--- config.mk ---
export PLATFORM = sky130hd
export DESIGN_NAME = wkt_wake_timer
export DESIGN_NICKNAME = d
export VERILOG_FILES = /design/src/shared/wkt_pkg.sv /design/src/hdl/wkt_pin_sync.sv /design/src/hdl/wkt_prescaler.sv /design/src/hdl/wkt_wake_timer.sv
export VERILOG_INCLUDE_DIRS = /design/src /design/src/shared
export SDC_FILE = /design/constraint.sdc
export NUM_CORES = 1
export LEC_CHECK = 0
export ABC_AREA = 1
export BUFFER_PORTS_ARGS = -buffer_cell sky130_fd_sc_hd__buf_4
export CAP_MARGIN = 30
export CORE_MARGIN = 3
export CORE_UTILIZATION = 57
export CTS_CLUSTER_DIAMETER = 30
export DETAILED_ROUTE_END_ITERATION = 8
export GPL_ROUTABILITY_DRIVEN = 0
export PLACE_DENSITY = 0.84
export RECOVER_POWER = 100
export SLEW_MARGIN = 30
export SYNTH_ARGS = -nofsm -noshare
export SYNTH_HDL_FRONTEND = slang
export SYNTH_SLANG_ARGS = --single-unit
--- constraint.sdc ---
create_clock -name clock -period 4 [get_ports clock]
set_input_delay 0.4 -clock clock [delete_from_list [all_inputs] [get_ports clock]]
set_output_delay 0.4 -clock clock [all_outputs]
set_load 0.01 [all_outputs]
--- src/shared/wkt_regs.svh ---
/*
 * Register indices, field positions, reset values and prescaler counts of
 * the wake-up timer. Assumes byte address = index * 4 on a 32-bit APB bus.
 */
`ifndef WKT_REGS_SVH
`define WKT_REGS_SVH
// Overview of operation
// - control bit 7 shows running; writes start/stop only with qualifier set
// - control bit 6 qualifies a change of the running bit
// - auto-trim bit 5 starts an oscillator trim run at each underflow
// - auto-scan bit 4 launches a card presence scan at underflow
// - card found: raise interrupt and stay active
// - no card found: return to power-down when enabled
// - during auto scan the countdown restarts with no gap
// - RF field on-time is timer 3's programmed period
// - auto-reload bit 3 reloads at zero; otherwise, unless auto-scan bit 4 is set, count to zero and stop
// - every underflow sets the wake-up timer interrupt flag
// - auto-wake bit 2 wakes the chip at each underflow
// - bits 1:0 pick oscillator divide by 1, 8, 16 or 32
// - reload word from high and low bytes, loaded at each start
// - reload writes leave a running countdown alone until next start or restart at zero
// - live counter readable as high and low bytes

`define WKT_IDX_CTRL 8'h23
`define WKT_IDX_RELOAD_HI 8'h24
`define WKT_IDX_RELOAD_LO 8'h25
`define WKT_IDX_COUNT_HI 8'h26
`define WKT_IDX_COUNT_LO 8'h27
`define WKT_IDX_IRQ_STATUS 8'h30
`define WKT_IDX_IRQ_MASK 8'h31
`define WKT_IDX_SCAN_STATUS 8'h32

`define WKT_BIT_ACTIVE 7
`define WKT_BIT_QUALIFIER 6

`define WKT_CTRL_RESET 6'h00
`define WKT_RELOAD_RESET 16'h0000
`define WKT_IRQ_RESET 3'h0

`define WKT_DIV_1_LAST 5'h00
`define WKT_DIV_8_LAST 5'h07
`define WKT_DIV_16_LAST 5'h0F
`define WKT_DIV_32_LAST 5'h1F
`endif

--- src/shared/wkt_pkg.sv ---
/*
 * Types of the wake-up timer block.
 * Assumes wkt_regs.svh holds the numbers these types carry.
 */
package wkt_pkg;
    // control bits 5:0 in register order
    typedef struct packed {
        logic autoOscillatorTrim;
        logic autoCardPresenceScan;
        logic autoReloadOnZero;
        logic autoWakeOnUnderflow;
        logic [1:0] wakeTimerClockSelect;
    } wkt_ctrl_s;

    typedef struct packed {
        logic scanEmpty;
        logic scanCard;
        logic underflow;
    } wkt_irq_s;

    typedef struct packed {
        logic wakeRequest;
        logic powerDownRequest;
        logic stayActive;
        logic trimStart;
        logic timer3Start;
        logic rfFieldOn;
    } wkt_sys_s;

    typedef enum {SCAN_IDLE, SCAN_FIELD} wkt_scan_e;
endpackage

--- src/hdl/wkt_pin_sync.sv ---
/*
 * Two-stage synchroniser for the oscillator pin plus a rising-edge pulse.
 * Assumes the pin is slow against the system clock.
 */
module wkt_pin_sync
    import wkt_pkg::*;
(
    input wire logic clock,
    input wire logic reset,
    input wire logic clockEnable,
    input wire logic pinLevel,
    output logic risePulse
);
    logic stage1_q;
    logic stage2_q;
    logic stage3_q;

    // edge detect looks only at stage2/stage3, never at the first stage
    always_ff @(posedge clock or posedge reset) begin
        if (reset) begin
            stage1_q <= 1'b0;
            stage2_q <= 1'b0;
            stage3_q <= 1'b0;
        end else if (clockEnable) begin
            stage1_q <= pinLevel;
            stage2_q <= stage1_q;
            stage3_q <= stage2_q;
        end
    end

    assign risePulse = stage2_q & ~stage3_q;
endmodule

--- src/hdl/wkt_prescaler.sv ---
/*
 * Divides oscillator edges by 1, 8, 16 or 32 into one-cycle ticks.
 * Assumes lfoRise is a one-cycle pulse per oscillator period.
 */
`include "wkt_regs.svh"
module wkt_prescaler
    import wkt_pkg::*;
(
    input wire logic clock,
    input wire logic reset,
    input wire logic clockEnable,
    input wire logic lfoRise,
    input wire logic [1:0] clockSelect,
    output logic tick
);
    logic [4:0] divCount_q;
    logic [4:0] divLast;
    logic tick_q;

    always_comb begin
        unique case (clockSelect)
            2'h0: divLast = `WKT_DIV_1_LAST;
            2'h1: divLast = `WKT_DIV_8_LAST;
            2'h2: divLast = `WKT_DIV_16_LAST;
            2'h3: divLast = `WKT_DIV_32_LAST;
        endcase
    end

    // a select change mid-period finishes on the new limit, or at the next edge if already past it
    always_ff @(posedge clock or posedge reset) begin
        if (reset) begin
            divCount_q <= 5'h00;
            tick_q <= 1'b0;
        end else if (clockEnable) begin
            tick_q <= 1'b0;
            if (lfoRise) begin
                if (divCount_q >= divLast) begin
                    divCount_q <= 5'h00;
                    tick_q <= 1'b1;
                end else begin
                    divCount_q <= divCount_q + 5'h01;
                end
            end
        end
    end

    assign tick = tick_q;
endmodule

--- src/hdl/wkt_wake_timer.sv ---
/*
 * Wake-up timer: APB register file, 16-bit down counter, card presence
 * scan sequencer and interrupt. Assumes an external timer 3 times the RF
 * window and the scan front end reports cardPresent on the system clock.
 */
// Local design decision: the APB slave port.
`include "wkt_regs.svh"
module wkt_wake_timer
    import wkt_pkg::*;
(
    input wire logic clock,
    input wire logic reset,
    input wire logic clockEnable,
    input wire logic lfoClockPin,
    input wire logic psel,
    input wire logic penable,
    input wire logic pwrite,
    input wire logic [9:0] paddr,
    input wire logic [31:0] pwdata,
    output logic [31:0] prdata,
    output logic pready,
    output logic pslverr,
    input wire logic timer3Expired,
    input wire logic cardPresent,
    output wkt_sys_s systemEvents,
    output logic irq
);
    // ------------------------------------------------------------
    // clock and prescaler
    // ------------------------------------------------------------
    logic lfoRise;
    logic tick;
    wkt_ctrl_s ctrl_q;

    wkt_pin_sync pinSync (
        .clock(clock),
        .reset(reset),
        .clockEnable(clockEnable),
        .pinLevel(lfoClockPin),
        .risePulse(lfoRise)
    );

    wkt_prescaler prescaler (
        .clock(clock),
        .reset(reset),
        .clockEnable(clockEnable),
        .lfoRise(lfoRise),
        .clockSelect(ctrl_q.wakeTimerClockSelect),
        .tick(tick)
    );

    // ------------------------------------------------------------
    // APB decode
    // ------------------------------------------------------------
    logic [7:0] regIndex;
    logic aligned;
    logic setupPhase;
    logic accessWrite;
    logic hitCtrl, hitRelHi, hitRelLo, hitCntHi, hitCntLo;
    logic hitStatus, hitMask, hitScan, hitAny;
    logic pready_q;
    logic pslverr_q;
    logic [31:0] prdata_q;
    logic [31:0] readData;

    assign regIndex = paddr[9:2];
    assign aligned = (paddr[1:0] == 2'h0);
    assign setupPhase = psel & ~penable;
    assign accessWrite = psel & penable & pwrite & pready_q;
    assign hitCtrl = aligned && regIndex == `WKT_IDX_CTRL;
    assign hitRelHi = aligned && regIndex == `WKT_IDX_RELOAD_HI;
    assign hitRelLo = aligned && regIndex == `WKT_IDX_RELOAD_LO;
    assign hitCntHi = aligned && regIndex == `WKT_IDX_COUNT_HI;
    assign hitCntLo = aligned && regIndex == `WKT_IDX_COUNT_LO;
    assign hitStatus = aligned && regIndex == `WKT_IDX_IRQ_STATUS;
    assign hitMask = aligned && regIndex == `WKT_IDX_IRQ_MASK;
    assign hitScan = aligned && regIndex == `WKT_IDX_SCAN_STATUS;
    assign hitAny = hitCtrl | hitRelHi | hitRelLo | hitCntHi | hitCntLo
        | hitStatus | hitMask | hitScan;

    // ------------------------------------------------------------
    // timer core
    // ------------------------------------------------------------
    logic active_q;
    logic [15:0] reload_q;
    logic [15:0] count_q;
    logic wrCtrl;
    logic startEvent;
    logic stopEvent;
    logic underflow;
    logic restartOnZero;

    assign wrCtrl = accessWrite & hitCtrl;
    // a write moves the running bit only when the qualifier is written as one
    assign startEvent = wrCtrl & pwdata[`WKT_BIT_QUALIFIER]
        & pwdata[`WKT_BIT_ACTIVE] & ~active_q;
    assign stopEvent = wrCtrl & pwdata[`WKT_BIT_QUALIFIER] & ~pwdata[`WKT_BIT_ACTIVE];
    // a reload of zero still underflows on the first tick
    assign underflow = active_q & tick & ~stopEvent & (count_q <= 16'h0001);
    assign restartOnZero = ctrl_q.autoReloadOnZero | ctrl_q.autoCardPresenceScan;

    always_ff @(posedge clock or posedge reset) begin
        if (reset) begin
            ctrl_q <= `WKT_CTRL_RESET;
        end else if (clockEnable && wrCtrl) begin
            ctrl_q <= wkt_ctrl_s'(pwdata[5:0]);
        end
    end

    always_ff @(posedge clock or posedge reset) begin
        if (reset) begin
            reload_q <= `WKT_RELOAD_RESET;
        end else if (clockEnable) begin
            // stored only; the counter picks it up at the next start or the next restart at zero
            if (accessWrite && hitRelHi) begin
                reload_q[15:8] <= pwdata[7:0];
            end
            if (accessWrite && hitRelLo) begin
                reload_q[7:0] <= pwdata[7:0];
            end
        end
    end

    always_ff @(posedge clock or posedge reset) begin
        if (reset) begin
            active_q <= 1'b0;
        end else if (clockEnable) begin
            if (startEvent) begin
                active_q <= 1'b1;
            end else if (stopEvent) begin
                active_q <= 1'b0;
            end else if (underflow && !restartOnZero) begin
                active_q <= 1'b0;
            end
        end
    end

    always_ff @(posedge clock or posedge reset) begin
        if (reset) begin
            count_q <= 16'h0000;
        end else if (clockEnable) begin
            if (startEvent) begin
                count_q <= reload_q;
            end else if (underflow) begin
                count_q <= restartOnZero ? reload_q : 16'h0000;
            end else if (active_q && tick) begin
                count_q <= count_q - 16'h0001;
            end
        end
    end

    // ------------------------------------------------------------
    // card presence scan
    // ------------------------------------------------------------
    wkt_scan_e scanState_q;
    wkt_scan_e scanState_d;
    logic scanLaunch;
    logic scanDecide;
    logic scanCard;
    logic scanEmpty;
    logic lastCard_q;

    // an underflow while the field is still on does not relaunch
    assign scanLaunch = underflow & ctrl_q.autoCardPresenceScan
        & (scanState_q == SCAN_IDLE);
    assign scanDecide = (scanState_q == SCAN_FIELD) & timer3Expired;
    assign scanCard = scanDecide & cardPresent;
    assign scanEmpty = scanDecide & ~cardPresent;

    always_comb begin
        scanState_d = scanState_q;
        unique case (scanState_q)
            SCAN_IDLE: begin
                if (scanLaunch) begin
                    scanState_d = SCAN_FIELD;
                end
            end
            SCAN_FIELD: begin
                if (timer3Expired) begin
                    scanState_d = SCAN_IDLE;
                end
            end
        endcase
    end

    always_ff @(posedge clock or posedge reset) begin
        if (reset) begin
            scanState_q <= SCAN_IDLE;
            lastCard_q <= 1'b0;
        end else if (clockEnable) begin
            scanState_q <= scanState_d;
            if (scanDecide) begin
                lastCard_q <= cardPresent;
            end
        end
    end

    // ------------------------------------------------------------
    // system requests
    // ------------------------------------------------------------
    wkt_sys_s events_q;

    always_ff @(posedge clock or posedge reset) begin
        if (reset) begin
            events_q <= '0;
        end else if (clockEnable) begin
            events_q.wakeRequest <= underflow & ctrl_q.autoWakeOnUnderflow;
            events_q.trimStart <= underflow & ctrl_q.autoOscillatorTrim;
            events_q.timer3Start <= scanLaunch;
            events_q.rfFieldOn <= (scanState_d == SCAN_FIELD);
            events_q.powerDownRequest <= scanEmpty & ctrl_q.autoWakeOnUnderflow;
            // stays up on a card, or on an empty scan while auto-wake is cleared
            if (scanLaunch) begin
                events_q.stayActive <= 1'b0;
            end else if (scanCard || (scanEmpty && !ctrl_q.autoWakeOnUnderflow)) begin
                events_q.stayActive <= 1'b1;
            end
        end
    end

    // ------------------------------------------------------------
    // interrupt status and mask
    // ------------------------------------------------------------
    wkt_irq_s irqStatus_q;
    wkt_irq_s irqStatus_d;
    wkt_irq_s irqMask_q;
    wkt_irq_s irqSet;
    wkt_irq_s irqClear;
    logic irq_q;

    assign irqSet = '{scanEmpty: scanEmpty, scanCard: scanCard, underflow: underflow};
    assign irqClear = (accessWrite && hitStatus) ? wkt_irq_s'(pwdata[2:0]) : '0;
    // set wins over a same-cycle write-one-to-clear
    assign irqStatus_d = (irqStatus_q & ~irqClear) | irqSet;

    always_ff @(posedge clock or posedge reset) begin
        if (reset) begin
            irqStatus_q <= `WKT_IRQ_RESET;
            irqMask_q <= `WKT_IRQ_RESET;
            irq_q <= 1'b0;
        end else if (clockEnable) begin
            irqStatus_q <= irqStatus_d;
            if (accessWrite && hitMask) begin
                irqMask_q <= wkt_irq_s'(pwdata[2:0]);
            end
            irq_q <= |(irqStatus_d & irqMask_q);
        end
    end

    // ------------------------------------------------------------
    // read data and APB answer
    // ------------------------------------------------------------
    always_comb begin
        readData = 32'h0000_0000;
        if (hitCtrl) begin
            readData[7:0] = {active_q, 1'b0, ctrl_q};
        end else if (hitRelHi) begin
            readData[7:0] = reload_q[15:8];
        end else if (hitRelLo) begin
            readData[7:0] = reload_q[7:0];
        end else if (hitCntHi) begin
            readData[7:0] = count_q[15:8];
        end else if (hitCntLo) begin
            readData[7:0] = count_q[7:0];
        end else if (hitStatus) begin
            readData[2:0] = irqStatus_q;
        end else if (hitMask) begin
            readData[2:0] = irqMask_q;
        end else if (hitScan) begin
            readData[1:0] = {lastCard_q, events_q.rfFieldOn};
        end
    end

    // every access answers after one access-phase cycle
    always_ff @(posedge clock or posedge reset) begin
        if (reset) begin
            pready_q <= 1'b0;
            pslverr_q <= 1'b0;
            prdata_q <= 32'h0000_0000;
        end else if (clockEnable) begin
            pready_q <= setupPhase;
            pslverr_q <= setupPhase & ~hitAny;
            if (setupPhase && !pwrite) begin
                prdata_q <= readData;
            end
        end
    end

    assign prdata = prdata_q;
    assign pready = pready_q;
    assign pslverr = pslverr_q;
    assign systemEvents = events_q;
    assign irq = irq_q;
endmodule

## Yosys cells after proc, flatten, opt, wreduce, memory -nomap -nowiden

Cells that the tools add are included.

| storage, ports and cells | value |
|---|---|
| register bits | 104 |
| latch bits | 0 |
| memory bits (writable) | 0 |
| ROM bits | 0 |
| output and inout bits | 41 |
| word-level logic and storage cells | 156 |
| memories kept | 0 |

| cells by class | value |
|---|---|
| add/sub/neg operators | 2 |
| multiply operators | 0 |
| div/mod/pow operators | 0 |
| $lt $le $gt $ge | 2 |
| equality and inequality tests | 14 |
| shifts and indexed selects | 0 |
| muxes and demuxes | 27 |
| bitwise operators | 41 |
| reduce and logical (&&, ||, !) cells | 38 |

Operator list:

| cell | count |
|---|---|
| $eq A32 B2 Y1 const B | 2 |
| $eq A8 B6 Y1 const B | 8 |
| $logic_not A32 Y1 | 2 |
| $mux W16 | 4 |
| $mux W32 | 2 |
| $pmux W32 S2 | 1 |
| $eq A32 B1 Y1 const B | 1 |
| $mux W8 | 4 |
| $and A1 B1 Y1 | 22 |
| $pmux W5 S4 | 1 |
| $reduce_and A2 Y1 | 9 |
| $logic_and A1 B1 Y1 | 17 |
| $le A16 B1 Y1 const B | 1 |
| $sub A16 B1 Y16 const B | 1 |
| $mux W5 | 2 |
| $mux W3 | 3 |
| $mux W1 | 8 |
| $or A1 B1 Y1 | 8 |
| $not A1 Y1 | 7 |
| $and A3 B3 Y3 | 2 |
| $reduce_bool A3 Y1 | 2 |
| $add A5 B1 Y5 const B | 1 |
| $ge A5 B5 Y1 | 1 |
| $eq A2 B2 Y1 const B | 2 |
| other kinds (9) | 13 |

## Depth between registers and ports, before layout

Gate-level depths: netlist (run 1).

| logic depth | value |
|---|---|
| depth in word-level cells | 14 |
| depth in mapped cells | 12 |
| mapped depth without buffers | 12 |

## By module

Synthesis (run 1) repeated with hierarchy kept, for this count alone.

| unflattened totals | value |
|---|---|
| cells, all modules | 758 |
| area, all modules | 5640.4 sq um |

By module, submodules not included:

| module | instances | cells an instance | area an instance (sq um) |
|---|---|---|---|
| wkt_wake_timer | 1 | 685 | 5086.1 |
| wkt_prescaler | 1 | 57 | 430.4 |
| wkt_pin_sync | 1 | 16 | 123.9 |

## Worst setup path after synthesis (run 1)

Ideal clock, no wire load.

| timing path | value |
|---|---|
| path kind | register to register |
| start | register count_q[0] |
| end | register count_q[11] |
| library setup time | 116 ps |
| arrival time | 1562 ps |
| required time | 3884 ps |
| path slack | 2322 ps |
| cell stages (with the launch flop) | 13 |
| path through | dfrtp_1 > inv_1 > ha_1 > or2_2 > nand4_1 > nor2_4 > nand2_4 > buf_6 > nand3_1 > nand2_1 > nand2_1 > nand2_1 > nand2_1 |

| between the ends | value |
|---|---|
| longest elaborated chain between the ends | 4 |
| elaborated cells between the ends (all ways) | 8 |
| those cells by class | 1 x add/sub; 1 x order compare; 3 x mux; 1 x bitwise; 2 x reduce/logical |

RTL lines:

| what | RTL line | text |
|---|---|---|
| from (decl) | wkt_wake_timer.sv:86 | `logic [15:0] count_q;` |
| from (signal assigned) | wkt_wake_timer.sv:143 | `count_q <= reload_q;` |
| from (signal assigned) | wkt_wake_timer.sv:145 | `count_q <= restartOnZero ? reload_q : 16'h0000;` |
| from (signal assigned) | wkt_wake_timer.sv:147 | `count_q <= count_q - 16'h0001;` |
| $sub A16 B1 Y16 / $le A16 B1 Y1 (equally long branches) | wkt_wake_timer.sv:147, wkt_wake_timer.sv:99 |  |
| $mux W16 / $and A1 B1 Y1 (equally long branches) | wkt_wake_timer.sv:146, wkt_wake_timer.sv:99 |  |
| $mux W16 / $reduce_bool A3 Y1 (equally long branches) | -- |  |
| $mux W16 / $reduce_and A2 Y1 (equally long branches) | -- |  |

Several ways; a longest one is shown, not always the timed one. The select of a mux whose other input is x is not followed.
A chain may end at the register's enable or synchronous reset.

## Worst setup path after layout (run 1)

Ends and elaborated chain as after synthesis.

==> results of run 1 <==
-- report_power, final --
group	total [mW]	switching [mW]	internal, mW
Clock	0.654	0.410	0.244
Sequential	1.24	0.113	1.12
Combinational	0.519	0.330	0.189
-- layout make-up --
type	count	area, sq um
Tap cell	133	166
Multi-Input combinational cell	540	2560
Inverter	71	272
Sequential cell	104	2600
Clock inverter	7	68.8
Clock buffer	9	124
Timing Repair Buffer	44	255
Fill cell	898	3770
-- cells in the final DEF, fill, tap and decap left out, types with 22 or more instances in the layout --
master   count
nand2_1    207
dfrtp_1    104
nor2_1     100
inv_1       64
nand3_1     56
o21ai_0     43
conb_1      24
buf_4       23
nand4_1     22
a21oi_1     22
-- state kept, by name (all words and copies together), names as in the netlist, 3 cells and up --
name                  flops
count_q                  16
irqStatus_q               3
reload_q                 16
prescaler.divCount_q      5
irqMask_q                 3
prdata                    8
systemEvents              6
ctrl_q                    6
scanState_q              32
-- routing by layer --
metal	GRT usage, %	share of wire [%]	up-vias
met3	4.70	9.2	50
li1	-	-	2379
met4	10.0	3.8	0
met2	39.9	47	275
met1	33.1	40	2323
met5	0	0	-
-- worst max-delay path by stage --
stage | from | endpoint | slack, ns | cells after the start
detailed placement | pwrite | count_q[14] | 1.60 | 9
global placement | pwrite | count_q[10] | 1.74 | 9
finish | count_q[0] | count_q[11] | 1.0 | 12
CTS | count_q[0] | count_q[11] | 1.66 | 12
global route | count_q[0] | systemEvents[3] | 0.85 | 9
floorplan | reset | active_q | 0.87 | 1
-- per-stage QoR --
step	cells	hold WS, ns	worst slack (ns)	power, mW	cell area, sq um
global placement	892	0.366	1.74	1.74	5980
floorplan	788	0.430	0.868	1.64	5890
global route	908	0.215	0.850	2.54	6050
finish	908	0.160	0.999	2.41	6050
detailed placement	892	0.366	1.60	1.77	5980
CTS	908	0.214	1.66	2.41	6170
-- logic make-up (layout without fill, tap and decap cells) --
logic type | count (synthesis) | after routing | share of synthesized area (%)
flip-flops | 104 | 104 | 44.9
AND/OR/NAND/NOR | 414 | 414 | 31.7
adder cells (fa/ha/maj) | 8 | 8 | 1.73
XOR/XNOR | 10 | 10 | 1.51
AO/OA/AOI/OAI | 84 | 84 | 8.54
other | 1 | 24 | 0.0647
buffers and inverters | 144 | 131 | 11.6
==> summary.txt, run 1 <==
Run status
  • Status: completed

Setup path
  • Slowest Stage Delay on Critical Path: 0.89 ns
  • Setup CP Type: reg -> reg
  • CP delay by family, top: simple AND/OR/NAND/NOR gates
  • R2R Setup Slk: 1.0 ns
  • Worst path most repeated cell: nand2_1
  • Nature of the critical path endpoint: flop
  • Critical Path AT: 3.28 ns
  • Startpoint type of the worst setup path: flop
  • CP Buf/Inv Count: 2
  • WP data required: 4.28 ns
  • Reg2reg start: count_q[0]
  • Worst path cell trace: inv_1, ha_1, or2_2, nand4_1, nor2_1, nand2_4, inv_1, nand2_1, nand2_1, nand2_1, nand2_1, nand2_1
  • Worst R2R Path Depth: 12
  • R2r endpoint: count_q[11]
  • Slowest CP cell: nor2_1
  • CP Max Fanout: 24

Synthesis
  • Count leader, synth: nand2_1
  • Register area share after synthesis: 44.9%
  • Share of Yosys cell area claimed by the top area cell type: 44.9%
  • Cell Area, Synth: 5800 sq um
  • Leading post-synthesis cells by cell area: dfrtp_1, nand2_1, nor2_1
  • Syn_area_per_cell: 7.58 sq um
  • Synth top cells by count: nand2_1, dfrtp_1, nor2_1, inv_1, nand3_1
  • Async SR Flop Fraction: 100%
  • Post-synth top area cell: dfrtp_1
  • Post-synth EDFFs: 0
  • Unique masters post-synth: 40
  • Syn Inst Count: 765
  • Flops & latches, synth: 104
  • Warnings from Yosys: 0
  • Ys flop type: dfrtp_1

Drt
  • Drc violations: 0
  • ANT nets after route: 0
  • DR pass1 iterations: 6
  • DRT iter0 DRCs: 483
  • Overall routed net length: 13700 um
  • Vias: 5027
  • Vias per inst: 5.54
  • Routed wire per std cell: 15.1 um

Global route
  • GR Util All Layers: 24.8%
  • First-pass GRT wire length: 22500 um
  • Initial antenna violation count: 0
  • Total gr overflow: 0
  • Vias in the first global route: 4743
  • Largest net degree at the start of global routing: 82

Job
  • Max-cap violations: 0

Timing
  • Final period util: 75.0%
  • Count of final hold-check violations: 0
  • Slew headroom: 13.8%
  • Clk_skew: 0.00935 ns
  • Worst-Margin Slew: 1.29 ns
  • Final setup fails: 0
  • Unrepaired setup endpoints after global routing: no
  • Setup tns final: 0 ns
  • FMAX: 333 MHz
  • Minimum clock period: 3.00 ns
  • Max-slew violations: 0

Floorplan
  • Core Box Area: 9820 sq um
  • # IOs: 92
  • Effective utilization at floorplan: 59.1%
  • DIE AREA: 11400 sq um
  • Chip Height: 107 um
  • DIE WIDTH: 107 um
  • Std-Cell Rows: 36

Clock tree
  • Root Buffer: clkbuf_8
  • # resized after CTS: 0
  • CTS tree: done
  • Post-CTS Repair Setup Buffers: 0
  • H-tree level count: 3
  • CTS Buffer Depth: 2
  • Worst-Skew Late Latency: 0.38 ns
  • Clock slew at reported path FFs: 0.11 ns
  • Clk sinks: 104
  • CTS buffer count: 9
  • # hold bufs at CTS: 0

Power and ir drop
  • Max VDD drop: 0.258 mV
  • Leak pwr: 3.17 nW
  • Pwr/cell area: 398 nW/um^2

Layout
  • Area Growth Syn to Fin: 4.31%
  • Final Core Density: 61.6%
  • Antenna diodes: 0
  • Layout cells sized above 1: 9.42%
  • Layout net count: 829

Place
  • Port Buffer Count: 43
  • Hpwl dp: 10000 um

Min path
  • Hold/Removal Path Class: in -> async
(Power assumes the default switching activity.)
==> run 2: changes to the inputs <==
ABC_AREA = 0   (was 1)
CORE_UTILIZATION = 51   (was 57)
PLACE_DENSITY = 0.81   (was 0.84)
clock period = 2.6 ns   (was 4 ns; I/O delays follow)
==> summary.txt, run 2 <==
Synthesis
  • Cell Area, Synth: 5150 sq um (-11%)
  • Syn Inst Count: 482 (-37%)
  • Register area share after synthesis: 50.5% (+5.6 points)
  • Warnings from Yosys: 0 (unchanged)
  • Leading post-synthesis cells by cell area: dfrtp_1, mux2_2, buf_4
  • Synth Area in Simple Gates: 15.0% (-17 points)
  • Post-synth top area cell: dfrtp_1
  • Synth Area in XOR/XNOR: 0.340% (-1.2 points)
  • Post-synthesis adder-cell area fraction: 1.94% (+0.22 points)
  • Main combinational cell family by area after synthesis: simple AND/OR/NAND/NOR gates
  • Count leader, synth: dfrtp_1
  • Flops & latches, synth: 104 (unchanged)
  • Ys flop type: dfrtp_1
  • Complex-gate fraction of the synthesized area: 13.7% (+5.2 points)
  • Mux contribution to synthesized area: 10.2% (+10 points)
  • Async SR Flop Fraction: 100% (unchanged)
  • Synth top cells by count: dfrtp_1, clkbuf_1, mux2_2, nand2_1, nor2_1
  • Syn_area_per_cell: 10.7 sq um (+41%)
  • Share of Yosys cell area claimed by the top area cell type: 50.5% (+5.6 points)
  • Post-synth EDFFs: 0 (unchanged)
  • Unique masters post-synth: 64 (+60%)

Setup path
  • Critical Path AT: 2.81 ns (-0.47 ns)
  • Startpoint type of the worst setup path: flop
  • Worst path most repeated cell: or4_4
  • WP data required: 2.88 ns (-1.40 ns)
  • Worst path cell trace: or4_4, or4_4, a311o_2, o31ai_2, clkbuf_2, a32oi_1, o21ai_0
  • Slowest CP cell: or4_4
  • Slowest Stage Delay on Critical Path: 0.55 ns (-0.34 ns)
  • Setup CP Type: reg -> reg
  • CP Max Fanout: 5 (-79%)
  • Nature of the critical path endpoint: flop

Clock tree
  • Clock slew at reported path FFs: 0.12 ns (about the same)
  • CTS tree: done
  • Root Buffer: clkbuf_8
  • CTS Buffer Depth: 2 (unchanged)
  • CTS buffer count: 9 (unchanged)
  • Worst-Skew Late Latency: 0.39 ns (about the same)
  • H-tree level count: 3 (unchanged)
  • Clk sinks: 104 (unchanged)

Floorplan
  • Effective utilization at floorplan: 52.5% (-6.6 points)
  • DIE AREA: 11300 sq um (-0.63%)
  • # IOs: 92 (unchanged)
  • DIE WIDTH: 107 um (-0.32%)
  • Std-Cell Rows: 36 (unchanged)
  • Chip Height: 107 um (-0.32%)
  • Core Box Area: 9820 sq um (unchanged)

Drt
  • DRT iter0 DRCs: 318 (-34%)
  • Vias per inst: 5.88 (+6.2%)
  • Routed wire per std cell: 17.8 um (+18%)
  • ANT nets after route: 0 (unchanged)
  • Drc violations: 0 (unchanged)
  • Overall routed net length: 11800 um (-14%)
  • Vias: 3888 (-23%)
  • DR pass1 iterations: 5 (-1)

Timing
  • Unrepaired setup endpoints after global routing: no
  • Max-slew violations: 37 (+37)
  • Count of final hold-check violations: 0 (unchanged)
  • Setup tns final: 0 ns (unchanged)
  • Hold slack: 0.0885 ns (-0.0717 ns)
  • Slew headroom: -3.25% (-17 points)
  • FMAX: 394 MHz (+18%)
  • Worst-Margin Slew: 1.54 ns (+0.247 ns)
  • Minimum clock period: 2.54 ns (-0.464 ns)
  • Final setup fails: 0 (unchanged)
  • Clk_skew: 0.0215 ns (+0.0122 ns)
  • Final period util: 97.6% (+23 points)

Place
  • Hpwl dp: 8510 um (-15%)
  • Port Buffer Count: 43 (unchanged)
  • Post-DP Area: 5660 sq um (-5.4%)

Layout
  • Layout net count: 582 (-30%)
  • Largest register by flop count: scanState_q
  • Biggest regs: scanState_q x32, count_q x16, reload_q x16
  • Max FFs per register: 32 (unchanged)
  • Layout cells sized above 1: 22.3% (+13 points)
  • Antenna diodes: 0 (unchanged)
  • Area Growth Syn to Fin: 11.9%
  • Commonest non-fill, non-tap cell in the layout: dfrtp_1
  • Commonest non-fill, non-tap cells in the layout: dfrtp_1, buf_4, mux2_2
  • Post-layout instance area: 5770 sq um (-4.7%)
  • Final Core Density: 58.7% (-2.9 points)

Run status
  • Status: complete, but fails checks
  • Violated checks: capacitance limit, slew limit

Job
  • Max-cap violations: 1 (+1)

Global route
  • GR Util All Layers: 21.1% (-3.7 points)
  • Largest net degree at the start of global routing: 37 (-55%)
  • First-pass GRT wire length: 18900 um (-16%)
  • Vias in the first global route: 3767 (-21%)
  • Initial antenna violation count: 0 (unchanged)
  • Total gr overflow: 0 (unchanged)

Power and ir drop
  • Pwr/cell area: 537 nW/um^2 (+35%)
  • Leak pwr: 2.73 nW (-14%)
  • Total power: 3.10 mW (+28%)
  • Max VDD drop: 0.312 mV (+21%)

Min path
  • Hold/Removal Path Class: in -> reg
==> run 2: stage by stage <==
stage / worst slack, ns / cells
detailed placement: -0.142 / 645
global route: 0.0125 / 661
floorplan: 0.0208 / 505
CTS: 0.0600 / 661
global placement: -0.0453 / 645
finish: 0.0635 / 661
==> run 2: cell families after synthesis <==
| kind of cell | after synthesis |
|---|---|
| and+or+nand+nor | 142 |
| DFF | 104 |
| AOI/OAI and AO/OA | 99 |
| buffers and inverters | 85 |
| muxes | 41 |
| adders and majority gates | 8 |
| xor gates and xnor gates | 2 |
| other | 1 |
==> run 2: per-layer routing <==
layer	vias up	track usage, %	wire length (um)
li1	1775	-	-
met1	1861	29.4	4980
met2	215	32.4	5370
met3	37	4.31	1100
met4	0	8.49	321
met5	-	0	0
==> run 2: worst max-delay path, delay by kind of cell (launching register included) <==
family,cells,cell delay [ns]
flops,1,0.39
simple gates,2,1.00
buf+inv,1,0.22
compound gates,4,0.83
==> run 2: final timing paths <==
check                                start         endpoint  slack [ns]  cells after the start
hold reg to reg            scanState_q[12]  scanState_q[12]        0.39                      0
hold / removal                 cardPresent   irqStatus_q[2]        0.09                      2
setup / recovery               count_q[11]       count_q[8]        0.06                      7
setup reg to reg               count_q[11]       count_q[8]        0.06                      7
max in group asynchronous            reset      reload_q[7]        0.88                      3
min in group asynchronous            reset      reload_q[0]        0.22                      2
==> run 2: what timing repair did <==
action | 4_1_cts | 5_1_grt
endpoints found under the setup margin | 13 | 3
gates resized for setup | 3 | 1
gates cloned | 0 | 0
hold buffers | 0 | 0
buffers inserted | 0 | 0
pin swaps | 1 | 1
hold endpoints to repair | 0 | 0
==> run 2: power breakdown <==
part	internal (mW)	switching [mW]	total, mW	leakage, nW
Clock	0.394	0.656	1.05	0.107
Sequential	1.68	0.0511	1.73	1.40
Combinational	0.127	0.194	0.320	1.22
==> run 2: area by class of cell <==
class / instances / area [sq um]
clock buffer: 9 / 124
clock inverter: 7 / 93.8
fill: 838 / 4050
inverter: 16 / 61.3
multi-input combinational: 316 / 2220
sequential: 104 / 2600
tap: 133 / 166
timing repair buffer: 76 / 497
